`src/ext_bus_strobe_pkg.sv`:
```
// Constants for the external bus strobe timing generator.
// Assumes a 32-bit Avalon-MM slave with byte addresses, word aligned.
package ext_bus_strobe_pkg;

	// Register byte offsets.
	localparam logic [4:0] off_flash_wait  = 5'h00;
	localparam logic [4:0] off_lcd_wait    = 5'h04;
	localparam logic [4:0] off_sys_ctrl    = 5'h08;
	localparam logic [4:0] off_flash_ctrl  = 5'h0c;
	localparam logic [4:0] off_access_cmd  = 5'h10;
	localparam logic [4:0] off_access_data = 5'h14;

	// Wait-state register field positions.
	localparam int trail_lsb = 0;
	localparam int trail_msb = 4;
	localparam int width_lsb = 5;
	localparam int width_msb = 10;
	localparam int hshake_bit = 11;
	localparam int lead_lsb = 12;
	localparam int lead_msb = 15;
	localparam int wait_msb = 15;

	// System control fields.
	localparam int sdram_sel_bit = 0;
	localparam int gen_pol_bit   = 1;
	localparam int flash_pol_bit = 2;
	localparam int sys_msb       = 2;

	// Flash control field.
	localparam int chip_sel_bit = 0;

	// Access command fields: bit 0 target, bit 1 write, address above.
	localparam int cmd_lcd_bit   = 0;
	localparam int cmd_write_bit = 1;
	localparam int cmd_addr_lsb  = 8;
	localparam int cmd_addr_msb  = 23;
	localparam int busy_bit      = 31;

	// Values after reset.
	localparam logic [15:0] wait_reset = 16'h0000;
	localparam logic [2:0]  sys_reset  = 3'h0;

	// Bus widths on the pin side, and the timing counter width.
	localparam int data_w = 16;
	localparam int addr_w = 16;
	localparam int cnt_w  = 6;

	typedef enum logic [1:0] {
		st_idle,
		st_lead,
		st_strobe,
		st_trail
	} phase_t;

endpackage : ext_bus_strobe_pkg

```
`src/ext_bus_strobe_timing.sv`:
```
// Strobe timing generator for flash and LCD on the shared parallel bus.
// Assumes clk at 10 MHz, sys_rst synchronous; ready and data_in are pins.
//
// Contract
// [RL1] Handshake bit: ready stretches strobe, fields ignored.
// [RL2] Flash lead clocks from select to strobe.
// [RL3] Flash strobe width in clocks, zero is one.
// [RL4] Flash trailing clocks, five-bit field, zero one.
// [RL5] LCD lead clocks from select to strobe.
// [RL6] LCD strobe width in clocks.
// [RL7] LCD trailing clocks to select release, zero one.
// [RL8] Select bit gives muxes to outer or SDRAM.
// [RL9] General polarity bit inverts read/write strobes.
// [RL10] Flash polarity bit inverts flash strobes.
// [RL11] Chip select bit picks flash chip one/zero.
// [RL12] Order: select, lead, strobe, trail, release.
`timescale 1ns/1ns
`default_nettype none

module ext_bus_strobe_timing (
	input  wire logic        clk,                 // 10 MHz clock.
	input  wire logic        sys_rst,             // Synchronous reset.
	input  wire logic [4:0]  avs_address,         // Byte address.
	input  wire logic        avs_read,            // Read request.
	input  wire logic        avs_write,           // Write request.
	input  wire logic [31:0] avs_writedata,       // Write data.
	output logic      [31:0] avs_readdata,        // Read data.
	output logic             avs_waitrequest,     // Stall, low answers.
	input  wire logic        ready,               // Device ready pin.
	input  wire logic [15:0] data_in,             // Data bus input pin.
	output logic      [15:0] data_out,            // Data bus output.
	output logic             data_oe,             // Data bus enable.
	output logic      [15:0] addr_out,            // Address bus output.
	input  wire logic [15:0] sdram_addr,          // SDRAM address.
	input  wire logic [15:0] sdram_data,          // SDRAM write data.
	input  wire logic        sdram_data_oe,       // SDRAM data enable.
	output logic             inner_sdram_controller, // Muxes to SDRAM.
	output logic      [1:0]  flash_select_n,      // Flash selects.
	output logic             flash_read_strobe_n, // Flash read strobe.
	output logic             flash_write_strobe_n, // Flash write strobe.
	output logic             lcd_select_n,        // LCD select.
	output logic             read_strobe_n,       // LCD read strobe.
	output logic             write_strobe_n       // LCD write strobe.
);

	// Zero in a timing field behaves as one.
	function automatic logic [5:0] eff(input logic [5:0] v);
		eff = (v == 6'h00) ? 6'h01 : v;
	endfunction : eff

	// Lead and trailing counts; handshake mode uses one clock for each.
	function automatic logic [5:0] lead(input logic [15:0] w);
		lead = w[ext_bus_strobe_pkg::hshake_bit] ? 6'h01 // RL1
			: eff({2'b00, w[15:12]}); // RL2 RL5
	endfunction : lead

	function automatic logic [5:0] trail(input logic [15:0] w);
		trail = w[ext_bus_strobe_pkg::hshake_bit] ? 6'h01 // RL1
			: eff({1'b0, w[4:0]}); // RL4 RL7
	endfunction : trail

	logic        ready_m_q, ready_s_q;
	logic [15:0] din_m_q, din_s_q;
	logic [15:0] fwait_q, fwait_d, lwait_q, lwait_d;
	logic [2:0]  sys_q, sys_d;
	logic        fsel_q, fsel_d;
	logic [31:0] cmd_q, cmd_d;
	logic [15:0] wdat_q, wdat_d, rdat_q, rdat_d;
	logic        start_q, start_d;
	logic [31:0] rd_q, rd_d;
	logic        wr_q, wr_d;
	ext_bus_strobe_pkg::phase_t ph_q, ph_d;
	logic [5:0]  cnt_q, cnt_d;
	logic        lcd_q, lcd_d, dir_q, dir_d;
	logic        cs_q, cs_d, stb_q, stb_d;
	logic [15:0] wsel;
	logic        busy;

	// Pin inputs pass two flip-flops before any logic reads them.
	always_ff @(posedge clk)
	begin
		if (sys_rst)
		begin
			ready_m_q <= 1'b0;
			ready_s_q <= 1'b0;
			din_m_q   <= 16'h0000;
			din_s_q   <= 16'h0000;
		end
		else
		begin
			ready_m_q <= ready;
			ready_s_q <= ready_m_q;
			din_m_q   <= data_in;
			din_s_q   <= din_m_q;
		end
	end

	assign busy = (ph_q != ext_bus_strobe_pkg::st_idle) | start_q;

	// Register file and bus slave; a command write stalls while busy.
	always_comb
	begin
		fwait_d = fwait_q;
		lwait_d = lwait_q;
		sys_d   = sys_q;
		fsel_d  = fsel_q;
		cmd_d   = cmd_q;
		wdat_d  = wdat_q;
		start_d = 1'b0;
		rd_d    = rd_q;
		wr_d    = 1'b1;
		if ((avs_read | avs_write) & wr_q)
		begin
			if (!(avs_write & busy &
			    (avs_address == ext_bus_strobe_pkg::off_access_cmd)))
				wr_d = 1'b0;
			case (avs_address)
				ext_bus_strobe_pkg::off_flash_wait:
					rd_d = {16'h0000, fwait_q};
				ext_bus_strobe_pkg::off_lcd_wait:
					rd_d = {16'h0000, lwait_q};
				ext_bus_strobe_pkg::off_sys_ctrl:
					rd_d = {29'h00000000, sys_q};
				ext_bus_strobe_pkg::off_flash_ctrl:
					rd_d = {31'h00000000, fsel_q};
				ext_bus_strobe_pkg::off_access_cmd:
					rd_d = {busy, cmd_q[30:0]};
				ext_bus_strobe_pkg::off_access_data:
					rd_d = {16'h0000, rdat_q};
				default:
					rd_d = 32'h00000000;
			endcase
		end
		if (avs_write & !wr_q)
		begin
			case (avs_address)
				ext_bus_strobe_pkg::off_flash_wait:
					fwait_d = avs_writedata[15:0];
				ext_bus_strobe_pkg::off_lcd_wait:
					lwait_d = avs_writedata[15:0];
				ext_bus_strobe_pkg::off_sys_ctrl:
					sys_d = avs_writedata[2:0];
				ext_bus_strobe_pkg::off_flash_ctrl:
					fsel_d = avs_writedata[0];
				ext_bus_strobe_pkg::off_access_cmd:
				begin
					cmd_d   = {1'b0, avs_writedata[30:0]};
					start_d = 1'b1;
				end
				ext_bus_strobe_pkg::off_access_data:
					wdat_d = avs_writedata[15:0];
				default:
					wdat_d = wdat_q;
			endcase
		end
	end

	always_ff @(posedge clk)
	begin
		if (sys_rst)
		begin
			fwait_q <= ext_bus_strobe_pkg::wait_reset;
			lwait_q <= ext_bus_strobe_pkg::wait_reset;
			sys_q   <= ext_bus_strobe_pkg::sys_reset;
			fsel_q  <= 1'b0;
			cmd_q   <= 32'h00000000;
			wdat_q  <= 16'h0000;
			start_q <= 1'b0;
			rd_q    <= 32'h00000000;
			wr_q    <= 1'b1;
		end
		else
		begin
			fwait_q <= fwait_d;
			lwait_q <= lwait_d;
			sys_q   <= sys_d;
			fsel_q  <= fsel_d;
			cmd_q   <= cmd_d;
			wdat_q  <= wdat_d;
			start_q <= start_d;
			rd_q    <= rd_d;
			wr_q    <= wr_d;
		end
	end

	assign wsel = lcd_q ? lwait_q : fwait_q;

	// Access sequencer: select, lead, strobe, trail, then release.
	always_comb
	begin
		ph_d   = ph_q;
		cnt_d  = cnt_q;
		lcd_d  = lcd_q;
		dir_d  = dir_q;
		cs_d   = cs_q;
		stb_d  = stb_q;
		rdat_d = rdat_q;
		case (ph_q) // RL12
			ext_bus_strobe_pkg::st_idle:
			begin
				if (start_q)
				begin
					lcd_d = cmd_q[ext_bus_strobe_pkg::cmd_lcd_bit];
					dir_d = cmd_q[ext_bus_strobe_pkg::cmd_write_bit];
					cs_d  = 1'b1;
					ph_d  = ext_bus_strobe_pkg::st_lead;
					// The chosen set is read here, before lcd_q follows.
					cnt_d = lead(lcd_d ? lwait_q : fwait_q); // RL2 RL5
				end
			end
			ext_bus_strobe_pkg::st_lead:
			begin
				cnt_d = cnt_q - 6'h01;
				if (cnt_d == 6'h00)
				begin
					stb_d = 1'b1;
					ph_d  = ext_bus_strobe_pkg::st_strobe;
					cnt_d = eff(wsel[10:5]); // RL3 RL6
				end
			end
			ext_bus_strobe_pkg::st_strobe:
			begin
				// In handshake mode the count runs free and is not used.
				cnt_d = cnt_q - 6'h01;
				if (wsel[ext_bus_strobe_pkg::hshake_bit] ? ready_s_q // RL1
				    : (cnt_d == 6'h00))
				begin
					stb_d  = 1'b0;
					rdat_d = din_s_q;
					ph_d   = ext_bus_strobe_pkg::st_trail;
					cnt_d  = trail(wsel); // RL4 RL7
				end
			end
			ext_bus_strobe_pkg::st_trail:
			begin
				cnt_d = cnt_q - 6'h01;
				if (cnt_d == 6'h00)
				begin
					cs_d = 1'b0;
					ph_d = ext_bus_strobe_pkg::st_idle;
				end
			end
			default:
				ph_d = ext_bus_strobe_pkg::st_idle;
		endcase
	end

	always_ff @(posedge clk)
	begin
		if (sys_rst)
		begin
			ph_q   <= ext_bus_strobe_pkg::st_idle;
			cnt_q  <= 6'h00;
			lcd_q  <= 1'b0;
			dir_q  <= 1'b0;
			cs_q   <= 1'b0;
			stb_q  <= 1'b0;
			rdat_q <= 16'h0000;
		end
		else
		begin
			ph_q   <= ph_d;
			cnt_q  <= cnt_d;
			lcd_q  <= lcd_d;
			dir_q  <= dir_d;
			cs_q   <= cs_d;
			stb_q  <= stb_d;
			rdat_q <= rdat_d;
		end
	end

	assign avs_readdata    = rd_q;
	assign avs_waitrequest = wr_q;

	// Select and strobe pins, and data_oe while the outer controller owns the muxes, are registered from the next-state values.
	always_ff @(posedge clk)
	begin
		if (sys_rst)
		begin
			inner_sdram_controller <= 1'b0;
			addr_out             <= 16'h0000;
			data_out             <= 16'h0000;
			data_oe              <= 1'b0;
			flash_select_n       <= 2'b11;
			lcd_select_n         <= 1'b1;
			flash_read_strobe_n  <= 1'b1;
			flash_write_strobe_n <= 1'b1;
			read_strobe_n        <= 1'b1;
			write_strobe_n       <= 1'b1;
		end
		else
		begin
			inner_sdram_controller <= sys_q[ext_bus_strobe_pkg::sdram_sel_bit];
			if (sys_q[ext_bus_strobe_pkg::sdram_sel_bit]) // RL8
			begin
				addr_out <= sdram_addr;
				data_out <= sdram_data;
				data_oe  <= sdram_data_oe;
			end
			else
			begin
				addr_out <= cmd_q[23:8];
				data_out <= wdat_q;
				data_oe  <= cs_d & dir_d;
			end
			flash_select_n <= ~({2{cs_d & !lcd_d}} &
				{fsel_q, !fsel_q}); // RL11
			lcd_select_n <= !(cs_d & lcd_d);
			flash_read_strobe_n  <= !(stb_d & !lcd_d & !dir_d) ^
				sys_q[ext_bus_strobe_pkg::flash_pol_bit]; // RL10
			flash_write_strobe_n <= !(stb_d & !lcd_d & dir_d) ^
				sys_q[ext_bus_strobe_pkg::flash_pol_bit]; // RL10
			read_strobe_n  <= !(stb_d & lcd_d & !dir_d) ^
				sys_q[ext_bus_strobe_pkg::gen_pol_bit]; // RL9
			write_strobe_n <= !(stb_d & lcd_d & dir_d) ^
				sys_q[ext_bus_strobe_pkg::gen_pol_bit]; // RL9
		end
	end

endmodule : ext_bus_strobe_timing

`default_nettype wire

```
`config.mk`:
```
export PLATFORM = sky130hd
export DESIGN_NAME = ext_bus_strobe_timing
export DESIGN_NICKNAME = d
export VERILOG_FILES = /design/src/ext_bus_strobe_pkg.sv /design/src/ext_bus_strobe_timing.sv
export SDC_FILE = /design/constraint.sdc
export NUM_CORES = 1
export LEC_CHECK = 0
export BUFFER_PORTS_ARGS = -buffer_cell sky130_fd_sc_hd__buf_4
export CORE_MARGIN = 2
export CORE_UTILIZATION = 25
export CTS_CLUSTER_SIZE = 30
export DETAILED_ROUTE_END_ITERATION = 8
export SYNTH_ARGS = -nofsm -noshare
export SYNTH_HDL_FRONTEND = slang
export SYNTH_SLANG_ARGS = --single-unit
```
`constraint.sdc`:
```
create_clock -name clk -period 2.5 [get_ports clk]
set_input_delay 0.125 -clock clk [delete_from_list [all_inputs] [get_ports clk]]
set_output_delay 0.125 -clock clk [all_outputs]
set_load 0.02 [all_outputs]
```
# --- After elaboration in Yosys (flattened, before gate mapping) ---
# Index checks and enable logic that the tools add are counted.
totals:
  ff_bits: 220
  input_bits: 91
classes:
  n_eq_ne: 12
  n_bitwise: 23
  addsub: 1
  muxes: 33
  reduce_logical: 26
ops:
  columns: ["operator", "n"]
  rows:
  - ["one-hot mux 32 bit (6 select lines)", 1]
  - ["2-to-1 mux 16 bit", 3]
  - ["2-to-1 mux 6 bit", 4]
  - ["one-hot mux 6 bit (4 select lines)", 1]
  - ["AND reduction 2 bit", 7]
  - ["AND 1 bit", 13]
  - ["logical NOT 6 bit", 2]
  - ["2-to-1 mux 1 bit", 12]
  - ["2-to-1 mux 12 bit", 1]
  - ["equality test 5 x 4 -> 1 bit (second input constant)", 2]
  - ["equality test 5 bit (second input constant)", 2]
  - ["logical NOT 5 bit", 2]
  - ["2-to-1 mux 5 bit", 2]
  - ["logical NOT 1 bit", 9]
  - ["2-to-1 mux 2 bit", 4]
  - ["2-to-1 mux 4 bit", 2]
  - ["!= test 2 bit (second input constant)", 4]
  - ["one-hot mux 2 bit (4 select lines)", 1]
  - ["subtractor 6 x 1 -> 6 bit (second input constant)", 1]
  - ["equality test 5 x 3 -> 1 bit (second input constant)", 1]
  - ["equality test 2 bit (second input constant)", 2]
  - ["logical NOT 4 bit", 1]
  - ["one-hot mux 1 bit (2 select lines)", 2]
  - ["AND reduction 4 bit", 1]
  - ["other kinds (9)", 15]

# --- Logic depth before layout (Yosys ltp) ---
depth:
  ltp_word: 9
  mapped_depth: 9

# --- Worst setup path after synthesis ---
# No wires, ideal clock.
synth_timing:
  kind: "register to register"
  startpoint: "register cnt_q[0]"
  endpoint: "register rdat_q[10]"
  arrival_ps: 1870
  setup_ps: 128
  path_stages_with_launch: 10
  path_slack_ps: 503
  synth_period_minus_slack_ps: 1997
  cell_sequence: "dfxtp_1 inv_1 ha_1 and2b_2 a32oi_4 nor2_2 o21ai_4 buf_12 mux2i_1 nor2_1"
synth_via:
  elab_chain_len: 4
synth_lines:
  columns: ["element", "line", "source"]
  rows:
  - ["from (decl)", "ext_bus_strobe_timing.sv:73", "logic [5:0] cnt_q, cnt_d;"]
  - ["from (signal assigned)", "ext_bus_strobe_timing.sv:263", "cnt_q <= cnt_d;"]
  - ["subtractor 6 x 1 -> 6 bit", "ext_bus_strobe_timing.sv:224", "cnt_d = cnt_q - 6'h01;"]
  - ["logical NOT 6 bit", "ext_bus_strobe_timing.sv:226", ": (cnt_d == 6'h00))"]
  - ["2-to-1 mux 1 bit", "ext_bus_strobe_timing.sv:225", "if (wsel[ext_bus_strobe_pkg::hshake_bit] ? ready_s_q"]
  - ["AND reduction 2 bit (no line)", null, null]
  - ["to (signal assigned)", "ext_bus_strobe_timing.sv:268", "rdat_q <= rdat_d;"]
  - ["to (decl)", "ext_bus_strobe_timing.sv:68", "logic [15:0] wdat_q, wdat_d, rdat_q, rdat_d;"]
# No other way between the ends.
# A chain may end at the register's enable or synchronous reset.

# --- Worst setup path in the final report ---
layout_timing:
  startpoint: "register cnt_q[0]"
  endpoint: "register flash_read_strobe_n"
layout_via:
  elab_chain_len: 9
  word_cells_on_any_way: 10
layout_lines:
  columns: ["element", "line", "source"]
  rows:
  - ["subtractor 6 x 1 -> 6 bit (*)", "ext_bus_strobe_timing.sv:213, ext_bus_strobe_timing.sv:224", null]
  - ["logical NOT 6 bit (*)", "ext_bus_strobe_timing.sv:214, ext_bus_strobe_timing.sv:226", null]
  - ["2-to-1 mux 1 bit (2 in series)", "ext_bus_strobe_timing.sv:225", null]
  - ["one-hot mux 1 bit (2 select lines) (*)", "ext_bus_strobe_timing.sv:198", "case (ph_q)"]
  - ["AND 1 bit (*) (2 in series)", "ext_bus_strobe_timing.sv:309", "flash_read_strobe_n <= !(stb_d & !lcd_d & !dir_d) ^"]
  - ["logical NOT 1 bit (*)", "ext_bus_strobe_timing.sv:309", null]
  - ["bitwise XOR 1 bit (*)", "ext_bus_strobe_timing.sv:309", null]
  - ["to (signal assigned)", "ext_bus_strobe_timing.sv:309", null]
  - ["to (decl)", "ext_bus_strobe_timing.sv:39", "output logic flash_read_strobe_n,"]
# Every way passes the cells marked *; elsewhere a longest branch is shown, timed or not.

==> metrics.cfg <==
[run_status]
status=complete, no violations

[cells_and_area]
final_common_cell=dfxtp_1
antenna_cells=0
seqCellArea_um2=4410
fillers=3436
post-route-util=0.358
nets=1309
multi_input_area_um2=3800
design_area_um2=12000
syn2layout_area_growth_pct=40.8
layout_common_cells=219 x dfxtp_1, 193 x nand2_1, 187 x buf_4
drive_above_1_share=0.204

[timing]
fin_worst_skew_ns=0.0350
max-slew-margin-rel=0.536
hold_viol=0
grt_setup_unrepaired=no
setup_viol=0
hold_slack_ns=0.0260
slew_violations=0
min_period_ns=2.24
fin_crit_sh=0.898
tns_ns=0
worst_pin_slew_ns=0.694
fmax_mhz=446

[die]
fp.dieArea_um2=35600
rows=67
start_util=0.254
core_area_um2=33500
die_x_um=189
io_pins=165
die_h_um=189

[global_routing]
gr-usage-met3=0.0292
antenna_found_initial=0
use_met1=0.207
grt_pass1_wl_um=42200
grt_pass1_vias=7497
grt_overflow_total=0
track_usage=0.148
grt_max_degree=73
grt-busiest-layer=met2
met2_usage=0.236

[cts]
cts.sinks=220
numCtsBuffers=25
h-tree-depth=1
clkTransAtPathRegs_ns=0.06
ctsResizeCount=0
cts_tree=yes
clock_latency_ns=0.54
clk_path_buf_depth=3
cts-root-buf=clkbuf_16

[worst_setup_path]
required_ns=2.92
cp_max_fo=7
r2r_slack_ns=0.26
critPathCaptureType=flop
cp.arrival_ns=2.66
worstSetupStartpointType=flop
criticalPathCategory=reg -> reg

[power]
powerDensity_nw_per_um2=694
power_leakage_nw=4.56
fin_total_pwr_mw=8.33
irDropWorstVdd_mv=0.532

[detailed_routing]
vias=7697
first_pass_iters=5
drt_iter0_drc=557
totalWireLength_um=26800
drtAntennaViolNets=0
wl_per_cell_um=16.0
viasPerCell=4.59
drc=0

[logic_synthesis]
netlist_area_um2=8530
synth_enable_flop_cells=0
synth_top_area_cell=dfxtp_1
synth.distinct_cells=56
syn_avg_cell_area_um2=8.71
synth-seq-cells=220
synth.area.top_cells=dfxtp_1 52%, nand2_1 8.5%, a21oi_1 7.9%
yosysSeqAreaShare=0.516
synthesis.nets=1076
ys_async_sr_fraction=0
yosys.area.top_type_share=0.516
ys_warn_count=0
synth-main-ff-cell=dfxtp_1
syn_inst=979

[place]
place_area_um2=10300
port_buffers=163
place_congestion=0.899
dpl.hpwl_um=18700

[run]
max-cap-violations=0

[hold_path]
worst_hold_path_type=in -> reg

-- metal layers --
metal	part of all wire	wire length [um]
met1	0.46	12400
met2	0.44	11900
met3	0.074	1980
met4	0.021	557
met5	0	0
-- sequential cells by signal (all words and copies together), names as in the netlist, 2 cells and up --
signal          count
wdat_q             16
din_s_q            16
sys_q               3
cnt_q               6
ph_q                2
fwait_q            16
lwait_q            16
data_out           16
rdat_q             16
cmd_q              31
avs_readdata       32
flash_select_n      2
din_m_q            16
addr_out           16
-- final cells by class --
class,instances,area share
Inverter,8,0.00250
Multi-Input combinational cell,680,0.317
Clock inverter,11,0.0140
Tap cell,448,0.0467
Sequential cell,220,0.367
Clock buffer,33,0.0571
Timing Repair Buffer,277,0.196
-- synth_stat cells (6+ instances only) --
| library cell | n |
|---|---|
| nand2_1 | 193 |
| dfxtp_1 | 220 |
| a21oi_1 | 135 |
| a22oi_1 | 32 |
| nand3_1 | 20 |
| mux2i_1 | 65 |
| inv_1 | 8 |
| nor2_1 | 93 |
| o21ai_0 | 10 |
| clkbuf_1 | 59 |
| buf_1 | 6 |
| nor3_1 | 9 |
| ha_1 | 6 |
| a31oi_1 | 6 |
| nor2b_1 | 40 |
-- worst max-delay path: stages (launching register included) --
cell      delay [ns]
dfxtp_1         0.43
inv_1           0.09
ha_1            0.24
nor2_1          0.18
a32oi_4         0.17
nand2b_4        0.22
o21ai_0         0.46
nand4_1         0.19
mux2i_1         0.16
-- logic make-up after synthesis --
| logic type | after synthesis | synth area share |
|---|---|---|
| flops | 220 | 0.516 |
| compound gates | 206 | 0.143 |
| buf+inv | 79 | 0.0384 |
| xor+xnor | 4 | 0.00411 |
| simple gates | 395 | 0.208 |
| fa+ha+maj | 6 | 0.00880 |
| mux | 69 | 0.0815 |
-- through the flow --
stage	cells	worst slack, ns
after global placement	1548	0.245
after detailed placement	1548	0.105
after global routing	1677	0.0755
after CTS	1676	0.0906
final	1677	0.256
after floorplan	979	0.503
-- power by group --
| part | switching [mW] | internal [mW] |
|---|---|---|
| combinational | 0.492 | 0.424 |
| clock | 1.46 | 2.34 |
| sequential | 0.0495 | 3.57 |
| total | 2.00 | 6.33 |
-- path summary, 6_finish.rpt --
| check | from | end | cells after the start |
|---|---|---|---|
| worst min register to register | fsel_q | flash_select_n[1] | 1 |
| worst max-delay path | cnt_q[0] | flash_read_strobe_n | 8 |
| worst min-delay path | avs_address[1] | fsel_q | 5 |
| worst max register to register | cnt_q[0] | flash_read_strobe_n | 8 |
-- what timing repair did --
| action | CTS | global route |
|---|---|---|
| endpoints found under the hold margin | 134 | 0 |
| buffers inserted | 0 | 1 |
| setup endpoints to repair | 0 | 16 |
| hold buffers | 84 | 0 |
No activity file was read; power rests on OpenSTA's default activity.
